===== config.mk =====
export PLATFORM = sky130hd
export DESIGN_NAME = otp_word_program_sequencer
export DESIGN_NICKNAME = d
export VERILOG_FILES = /design/src/inc/otp_pkg.sv /design/src/otp_word_program_sequencer.sv
export VERILOG_INCLUDE_DIRS = /design/src /design/src/inc
export SDC_FILE = /design/constraint.sdc
export NUM_CORES = 1
export LEC_CHECK = 0
export ABC_AREA = 1
export BUFFER_PORTS_ARGS = -buffer_cell sky130_fd_sc_hd__buf_2
export CAP_MARGIN = 20
export CORE_MARGIN = 2
export CORE_UTILIZATION = 30
export CTS_CLUSTER_SIZE = 12
export DETAILED_ROUTE_END_ITERATION = 10
export PLACE_DENSITY = 0.59
export REMOVE_ABC_BUFFERS = 1
export SYNTH_ARGS = -nofsm -noshare
export SYNTH_HDL_FRONTEND = slang
export SYNTH_SLANG_ARGS = --single-unit

===== constraint.sdc =====
create_clock -name ref_clk_i -period 6 [get_ports ref_clk_i]
set_input_delay 0 -clock ref_clk_i [delete_from_list [all_inputs] [get_ports ref_clk_i]]
set_output_delay 0 -clock ref_clk_i [all_outputs]
set_load 0.02 [all_outputs]

===== src/inc/otp_regs.svh =====
`ifndef OTP_REGS_SVH
`define OTP_REGS_SVH
// ----------------------------------------------------------------------
// widths and timing constants for the one-time-programmable memory
// ----------------------------------------------------------------------
`define OTP_ADDR_W        18          // word address pins
`define OTP_DATA_W        16          // word data pins
`define OTP_CLK_NS        5           // reference clock period, ns
`define OTP_T_PW_NS       50000       // program_pulse_width nominal, ns
`define OTP_T_SETUP_NS    2000        // address, data, supply, oe setup and data hold, ns
`define OTP_T_OE_NS       150         // data valid from output enable, ns
`define OTP_T_DFP_NS      130         // memory output float after oe high, ns
`define OTP_SYNC_CYC      16'h0004    // extra cycles for the 3-stage input filter
`define OTP_RETRY_MAX     4'hA        // further pulses allowed after the first
`define OTP_ADDR_FIRST    18'h00000   // first array location
`define OTP_ADDR_LAST     18'h3FFFF   // last array location
`define OTP_UPPER_ZERO    8'h00       // upper_output_byte in identification mode
`endif


===== src/inc/otp_pkg.sv =====
// ----------------------------------------------------------------------
// types shared by the programmer and its bench
// ----------------------------------------------------------------------
package otp_pkg;
    // pins driven toward the memory
    typedef struct packed {
        logic [17:0] addr;         // address pins
        logic [15:0] data;         // data pins, driven while data_oe
        logic        data_oe;      // high while we drive the data pins
        logic        ce_n;         // chip select, program pulse when low
        logic        oe_n;         // output enable
        logic        supply_prog;  // 1: 6.5 V core / 13.0 V prog, 0: both 5.0 V
        logic        id_volt;      // id_select_voltage on id_select_address_pin
    } otp_pins_t;

    // result flags toward the user
    typedef struct packed {
        logic busy;                // sequence running
        logic done;                // one-cycle pulse at end of a sequence
        logic pass;                // last program run passed
        logic fail;                // last program run failed
        logic id_upper_ok;         // both id words had a zero upper byte
    } otp_stat_t;

    typedef enum logic [3:0] {
        ST_IDLE  = 4'b0000,
        ST_RAISE = 4'b0001,
        ST_SETUP = 4'b0010,
        ST_PULSE = 4'b0011,
        ST_HOLD  = 4'b0100,
        ST_VREAD = 4'b0101,
        ST_LOWER = 4'b0110,
        ST_FREAD = 4'b0111,
        ST_IDRD  = 4'b1000
    } otp_state_t;
endpackage : otp_pkg


===== src/otp_word_program_sequencer.sv =====
// What this block does
// - hold chip select low one 50 us pulse
// - start at first address, supplies raised
// - one unverified pulse per address first
// - on mismatch, pulse and verify, up to 10
// - still failing after 10: report part failed
// - verified word advances to next address
// - lower supplies, reread and compare each word up to the first mismatch
// - id voltage on id pin enters identification
`timescale 1ns/1ps
`include "otp_regs.svh"

module otp_word_program_sequencer #(
    parameter logic [15:0] PULSE_CYC = 16'(`OTP_T_PW_NS / `OTP_CLK_NS), // pulse cycles
    parameter logic [17:0] LAST_ADDR = `OTP_ADDR_LAST                   // last word to program
) (
    input  wire logic               ref_clk_i,    // 200 MHz clock
    input  wire logic               rst_n_i,      // async reset, active low
    input  wire logic               start_prog_i, // start programming run
    input  wire logic               start_id_i,   // start identification read
    input  wire logic [15:0]        src_data_i,   // source word for src_addr_o
    input  wire logic [15:0]        data_i,       // data pins as seen at the memory
    output otp_pkg::otp_pins_t      pins_o,       // pins toward the memory
    output logic      [17:0]        src_addr_o,   // address whose source word is wanted
    output otp_pkg::otp_stat_t      stat_o,       // result flags
    output logic      [15:0]        id_mfr_o,     // manufacturer code read back
    output logic      [15:0]        id_dev_o      // device-type code read back
);

    // ------------------------------------------------------------------
    // timing helpers
    // ------------------------------------------------------------------
    // least times round up to whole cycles
    function automatic logic [15:0] cyc_up(input int ns);
        cyc_up = 16'((ns + `OTP_CLK_NS - 1) / `OTP_CLK_NS);
    endfunction : cyc_up

    localparam logic [15:0] SETUP_CYC = cyc_up(`OTP_T_SETUP_NS);                   // 2 us
    localparam logic [15:0] READ_CYC  = 16'(cyc_up(`OTP_T_OE_NS) + `OTP_SYNC_CYC); // tOE + filter
    localparam logic [15:0] FLOAT_CYC = cyc_up(`OTP_T_DFP_NS);                     // bus turnaround

    // ------------------------------------------------------------------
    // data pin input filter
    // ------------------------------------------------------------------
    logic [15:0] sync1_reg, sync2_reg, sync3_reg; // three-stage chain
    logic [15:0] filt_reg,  filt_next;            // accepted pin value

    // a new value counts only once stages two and three agree
    always_comb begin
        filt_next = (sync2_reg == sync3_reg) ? sync3_reg : filt_reg;
    end

    // registers of the filter only
    always_ff @(posedge ref_clk_i or negedge rst_n_i) begin
        if (!rst_n_i) begin
            sync1_reg <= 16'h0000;
            sync2_reg <= 16'h0000;
            sync3_reg <= 16'h0000;
            filt_reg  <= 16'h0000;
        end else begin
            sync1_reg <= data_i;
            sync2_reg <= sync1_reg;
            sync3_reg <= sync2_reg;
            filt_reg  <= filt_next;
        end
    end

    // ------------------------------------------------------------------
    // sequencer state
    // ------------------------------------------------------------------
    otp_pkg::otp_state_t state_reg, state_next; // sequence step
    otp_pkg::otp_pins_t  pins_reg,  pins_next;  // all pins come from flops
    otp_pkg::otp_stat_t  stat_reg,  stat_next;  // result flags
    logic [15:0]         tmr_reg,   tmr_next;   // step timer, counts down
    logic [3:0]          retry_reg, retry_next; // further pulses on this word
    logic [15:0]         mfr_reg,   mfr_next;   // captured maker code
    logic [15:0]         dev_reg,   dev_next;   // captured type code
    logic                tmr_zero;              // current step has elapsed

    assign tmr_zero = (tmr_reg == 16'h0000);

    // next-state logic of the whole sequence
    always_comb begin
        state_next     = state_reg;
        pins_next      = pins_reg;
        stat_next      = stat_reg;
        stat_next.done = 1'b0;
        tmr_next       = tmr_zero ? 16'h0000 : tmr_reg - 16'h0001;
        retry_next     = retry_reg;
        mfr_next       = mfr_reg;
        dev_next       = dev_reg;
        case (state_reg)
            // waiting for a request; programming wins a tie
            otp_pkg::ST_IDLE: begin
                if (start_prog_i) begin
                    pins_next.addr        = `OTP_ADDR_FIRST;
                    pins_next.supply_prog = 1'b1;
                    retry_next            = 4'h0;
                    stat_next.busy        = 1'b1;
                    stat_next.pass        = 1'b0;
                    stat_next.fail        = 1'b0;
                    tmr_next              = SETUP_CYC;
                    state_next            = otp_pkg::ST_RAISE;
                end else if (start_id_i) begin
                    pins_next.id_volt = 1'b1;
                    // bit zero low selects maker code
                    pins_next.addr    = `OTP_ADDR_FIRST;
                    pins_next.ce_n    = 1'b0;
                    pins_next.oe_n    = 1'b0;
                    stat_next.busy    = 1'b1;
                    tmr_next          = 16'(SETUP_CYC + READ_CYC);
                    state_next        = otp_pkg::ST_IDRD;
                end
            end
            // supplies settling, or memory outputs floating, before we drive data
            otp_pkg::ST_RAISE: begin
                if (tmr_zero) begin
                    pins_next.data    = src_data_i;
                    pins_next.data_oe = 1'b1;
                    tmr_next          = SETUP_CYC;
                    state_next        = otp_pkg::ST_SETUP;
                end
            end
            // address and data setup ahead of the pulse
            otp_pkg::ST_SETUP: begin
                if (tmr_zero) begin
                    // chip select low for the pulse
                    pins_next.ce_n = 1'b0;
                    tmr_next       = 16'(PULSE_CYC - 16'h0001);
                    state_next     = otp_pkg::ST_PULSE;
                end
            end
            // program pulse in progress
            otp_pkg::ST_PULSE: begin
                if (tmr_zero) begin
                    pins_next.ce_n = 1'b1;
                    tmr_next       = SETUP_CYC;
                    state_next     = otp_pkg::ST_HOLD;
                end
            end
            // data hold, then turn the bus round for verify
            otp_pkg::ST_HOLD: begin
                if (tmr_zero) begin
                    pins_next.data_oe = 1'b0;
                    pins_next.oe_n    = 1'b0;
                    tmr_next          = READ_CYC;
                    state_next        = otp_pkg::ST_VREAD;
                end
            end
            // verify read of the word just pulsed
            otp_pkg::ST_VREAD: begin
                if (tmr_zero) begin
                    pins_next.oe_n = 1'b1;
                    tmr_next       = SETUP_CYC;
                    if (filt_reg == src_data_i) begin
                        if (pins_reg.addr == LAST_ADDR) begin
                            pins_next.supply_prog = 1'b0;
                            state_next            = otp_pkg::ST_LOWER;
                        end else begin
                            pins_next.addr    = pins_reg.addr + 18'h00001;
                            retry_next        = 4'h0;
                            // memory may still drive until it floats
                            state_next        = otp_pkg::ST_RAISE;
                            tmr_next          = FLOAT_CYC;
                        end
                    end else if (retry_reg < `OTP_RETRY_MAX) begin
                        retry_next        = retry_reg + 4'h1;
                        // wait for the float before driving, avoids contention
                        tmr_next          = FLOAT_CYC;
                        state_next        = otp_pkg::ST_RAISE;
                    end else begin
                        pins_next.supply_prog = 1'b0;
                        stat_next.fail        = 1'b1;
                        stat_next.busy        = 1'b0;
                        stat_next.done        = 1'b1;
                        state_next            = otp_pkg::ST_IDLE;
                    end
                end
            end
            // supplies falling back to 5.0 V
            otp_pkg::ST_LOWER: begin
                if (tmr_zero) begin
                    pins_next.addr = `OTP_ADDR_FIRST;
                    pins_next.ce_n = 1'b0;
                    pins_next.oe_n = 1'b0;
                    tmr_next       = READ_CYC;
                    state_next     = otp_pkg::ST_FREAD;
                end
            end
            // final compare of the array, stopping at the first mismatch
            otp_pkg::ST_FREAD: begin
                if (tmr_zero) begin
                    if (filt_reg != src_data_i || pins_reg.addr == LAST_ADDR) begin
                        pins_next.ce_n = 1'b1;
                        pins_next.oe_n = 1'b1;
                        stat_next.pass = (filt_reg == src_data_i);
                        stat_next.fail = (filt_reg != src_data_i);
                        stat_next.busy = 1'b0;
                        stat_next.done = 1'b1;
                        state_next     = otp_pkg::ST_IDLE;
                    end else begin
                        pins_next.addr = pins_reg.addr + 18'h00001;
                        tmr_next       = READ_CYC;
                    end
                end
            end
            // identification reads, maker then type
            otp_pkg::ST_IDRD: begin
                if (tmr_zero) begin
                    if (!pins_reg.addr[0]) begin
                        mfr_next          = filt_reg;
                        // bit zero high selects type code
                        pins_next.addr[0] = 1'b1;
                        tmr_next          = READ_CYC;
                    end else begin
                        dev_next              = filt_reg;
                        stat_next.id_upper_ok = (mfr_reg[15:8] == `OTP_UPPER_ZERO)
                                              && (filt_reg[15:8] == `OTP_UPPER_ZERO);
                        pins_next.id_volt     = 1'b0;
                        pins_next.ce_n        = 1'b1;
                        pins_next.oe_n        = 1'b1;
                        stat_next.busy        = 1'b0;
                        stat_next.done        = 1'b1;
                        state_next            = otp_pkg::ST_IDLE;
                    end
                end
            end
            // unreachable codes fall back to a safe idle
            default: begin
                pins_next.ce_n        = 1'b1;
                pins_next.oe_n        = 1'b1;
                pins_next.data_oe     = 1'b0;
                pins_next.supply_prog = 1'b0;
                pins_next.id_volt     = 1'b0;
                state_next            = otp_pkg::ST_IDLE;
            end
        endcase
        // source word follows the address while we drive the bus
        if (pins_next.data_oe) begin
            pins_next.data = src_data_i;
        end
    end

    // registers of the sequencer only
    always_ff @(posedge ref_clk_i or negedge rst_n_i) begin
        if (!rst_n_i) begin
            state_reg <= otp_pkg::ST_IDLE;
            pins_reg  <= '{addr: 18'h00000, data: 16'h0000, data_oe: 1'b0, ce_n: 1'b1,
                           oe_n: 1'b1, supply_prog: 1'b0, id_volt: 1'b0};
            stat_reg  <= '0;
            tmr_reg   <= 16'h0000;
            retry_reg <= 4'h0;
            mfr_reg   <= 16'h0000;
            dev_reg   <= 16'h0000;
        end else begin
            state_reg <= state_next;
            pins_reg  <= pins_next;
            stat_reg  <= stat_next;
            tmr_reg   <= tmr_next;
            retry_reg <= retry_next;
            mfr_reg   <= mfr_next;
            dev_reg   <= dev_next;
        end
    end

    // ------------------------------------------------------------------
    // outputs, all from flops
    // ------------------------------------------------------------------
    assign pins_o     = pins_reg;
    assign src_addr_o = pins_reg.addr;
    assign stat_o     = stat_reg;
    assign id_mfr_o   = mfr_reg;
    assign id_dev_o   = dev_reg;

endmodule : otp_word_program_sequencer


==> results.json <==
{
  "status": "finished clean",
  "rows": 57,
  "placed_area_sq_mm": 0.00829,
  "cpPeakStageDelay_ns": 0.61,
  "hold_class": "in2reg",
  "fmax_ghz": 0.344,
  "maxUsedRoutingLayer": "met4",
  "powerDensity_mw_per_mm2": 402,
  "drc_errors": 0,
  "yosysWarnings": 0,
  "io_buffers": 129,
  "gp_congestion": 0.846,
  "overflow": 0,
  "htree_levels": 4,
  "coreArea_sq_mm": 0.0243,
  "via_count": 6092,
  "final_nets": 1046,
  "met2WireLength_microns": 8990,
  "peakVddDrop_mv": 0.222,
  "path_common_cell": "nand2_1",
  "tightestPinTransition_ns": 0.996,
  "clock_skew_ns": 0.0103,
  "synth_area_sq_mm": 0.00743,
  "initial_core_util": 0.305,
  "cts_buffers": 17,
  "grt_start_max_net_pins": 97,
  "worstSkewPairLatency_ns": 0.43,
  "drtPass1Iterations": 5,
  "die_area_sq_mm": 0.0260,
  "antenna_found_initial": 1,
  "worst_path_max_delay_cell": "nand2_1",
  "rsz0062_at_grt": "no",
  "cp.arrival_ns": 3.19,
  "final_max_slew_viol_count": 0,
  "cp_top_family": "simple AND/OR/NAND/NOR gates",
  "hold_viol": 0,
  "ys_seq_elements": 164,
  "largest_reg_flops": 21,
  "post_drt_wl_per_cell_microns": 14.3,
  "die_y_microns": 161,
  "worstSetupStartpointType": "flip-flop",
  "stdcell_count": 1345,
  "seq_area_frac_synth": 0.553,
  "cts_root_buf": "clkbuf_16",
  "route.met3.wl_microns": 968,
  "io_pins": 130,
  "wl_met1_microns": 8790,
  "final-setup-viol-count": 0,
  "die_x_microns": 161,
  "final_common_cell": "nand2_1",
  "path_cells": "inv_1, ha_1, nand2_1, nor2_4, nand4_1, o21bai_1, nand2_1, nand2_1, o21ai_1",
  "ant_nets": 0,
  "maxSlewHeadroom": 0.334,
  "drt-initial-drc-count": 557,
  "fin_ws_ns": 3.09,
  "wl_microns": 19300,
  "critPathBufInv": 1,
  "grtUsageTotal": 0.151,
  "finalInstanceArea_sq_mm": 0.00931,
  "synthToLayoutAreaGrowth_pct": 25.4,
  "grt_pass1_vias": 5822,
  "critical_path_required_ns": 6.28,
  "cts_post_setup_buffers_inserted": 0,
  "synth_cell_types": 41,
  "max_cap_viol_count": 0,
  "period_share": 0.485,
  "dp_hpwl_microns": 14000,
  "cts.clk_slew.worst_paths_ns": 0.07,
  "setup_tns_ns": 0,
  "cts_tree": "yes",
  "path_max_fanout": 32,
  "min_period_ns": 2.91,
  "vias_per_cell": 4.53,
  "fillers": 2422,
  "most-common-layout-cells": "nand2_1, dfrtp_1, buf_2",
  "crit_path_end_kind": "flip-flop",
  "avgSynthCellArea_sq_um": 8.70,
  "dp.cells": 1275,
  "dp_slack_ns": 3.12,
  "criticalPathCategory": "reg2reg",
  "syn_inst": 854,
  "cts_sinks": 164,
  "drive_gt1_frac": 0.206,
  "grt_pass1_wl_microns": 30700,
  "leakage_nw": 4.63,
  "clockBufferDepth": 2
}
## cells in the mapped netlist
library cell,number,area [sq um]
o21a_1,2,15.0
o211ai_1,3,22.5
nand4_1,14,87.6
o21ai_1,57,285
a32o_1,1,10.0
o31ai_1,5,37.5
a21oi_1,38,190
buf_6,1,11.3
o21ai_0,24,120
nor4_1,13,81.3
ha_1,3,37.5
nor2_4,2,22.5
clkinv_1,1,3.75
or2_2,2,12.5
nor2_1,81,304
clkbuf_1,11,41.3
xor2_1,27,236
or2_1,1,6.26
a31oi_1,3,18.8
o311ai_0,1,8.76
o21bai_1,1,7.51
nand2_2,4,25.0
nand3_1,45,225
buf_2,4,20.0
nand3b_1,4,30.0
nor3_4,1,16.3
nor3b_2,1,12.5
nor2_2,3,18.8
dfrtp_1,162,4050
nor3_2,1,10.0
inv_2,27,101
or3_1,1,6.26
nand3_2,1,10.0
inv_1,60,225
nor3_1,5,25.0
xnor2_1,9,78.8
buf_4,20,150
dfstp_2,2,52.6
a22oi_1,1,7.51
nand2_1,211,792
and2_1,1,6.26
## stage by stage
step            util  hold WS, ns  total power [mW]
6_report       0.383        0.204              3.74
2_1_floorplan      -       -0.296              2.22
4_1_cts        0.382        0.186              3.78
3_5_place_dp   0.341        0.109              2.61
5_1_grt        0.383        0.190              3.99
3_3_place_gp   0.341        0.107              2.60
## per-layer routing
layer / up-vias / GRT usage
met4: 0 / 0.0576
met3: 29 / 0.0306
met1: 2863 / 0.206
met2: 129 / 0.235
li1: 3071 / -
met5: - / 0
## where the power goes
group	switching (mW)	total, mW	internal [mW]
combinational	0.832	1.22	0.392
sequential	0.123	1.39	1.26
clock	0.526	1.13	0.606
## worst reg2reg max path: stages (launching register included)
cell	delay, ns
dfrtp_1	0.38
inv_1	0.09
ha_1	0.20
nand2_1	0.16
nor2_4	0.18
nand4_1	0.51
o21bai_1	0.33
nand2_1	0.61
nand2_1	0.22
o21ai_1	0.09
## final cells by class
type	instances	area, sq um	share of cell area
antenna	1	2.50	0.000269
clock buffer	17	425	0.0457
clock inverter	15	205	0.0220
inverter	88	330	0.0355
multi-input combinational	566	2770	0.297
sequential	164	4110	0.441
tap	324	405	0.0435
timing repair buffer	170	1070	0.115
## what timing repair did
| item | in CTS | in global routing |
|---|---|---|
| endpoints found under the hold margin | 128 | 0 |
| hold buffers | 36 | 0 |
| resized for setup | 0 | 0 |
## worst paths after layout
check | from | endpoint | slack (ns) | cells after the start
setup / recovery | tmr_reg[0] | pins_o[16] | 3.09 | 9
hold / removal | data_i[14] | sync1_reg[14] | 0.20 | 2
setup reg to reg | tmr_reg[0] | pins_o[16] | 3.09 | 9
hold reg to reg | sync1_reg[5] | sync2_reg[5] | 0.35 | 0
max in group asynchronous | rst_n_i | filt_reg[0] | 4.34 | 3
min in group asynchronous | rst_n_i | id_dev_o[13] | 0.23 | 2
## kinds of logic after synthesis
family | count (synthesis) | share of synthesized area
simple gates | 391 | 0.228
flops | 164 | 0.553
compound gates | 136 | 0.0974
buf+inv | 124 | 0.0745
xor+xnor | 36 | 0.0425
fa+ha+maj | 3 | 0.00505
Power figures use the tool's default switching activity.
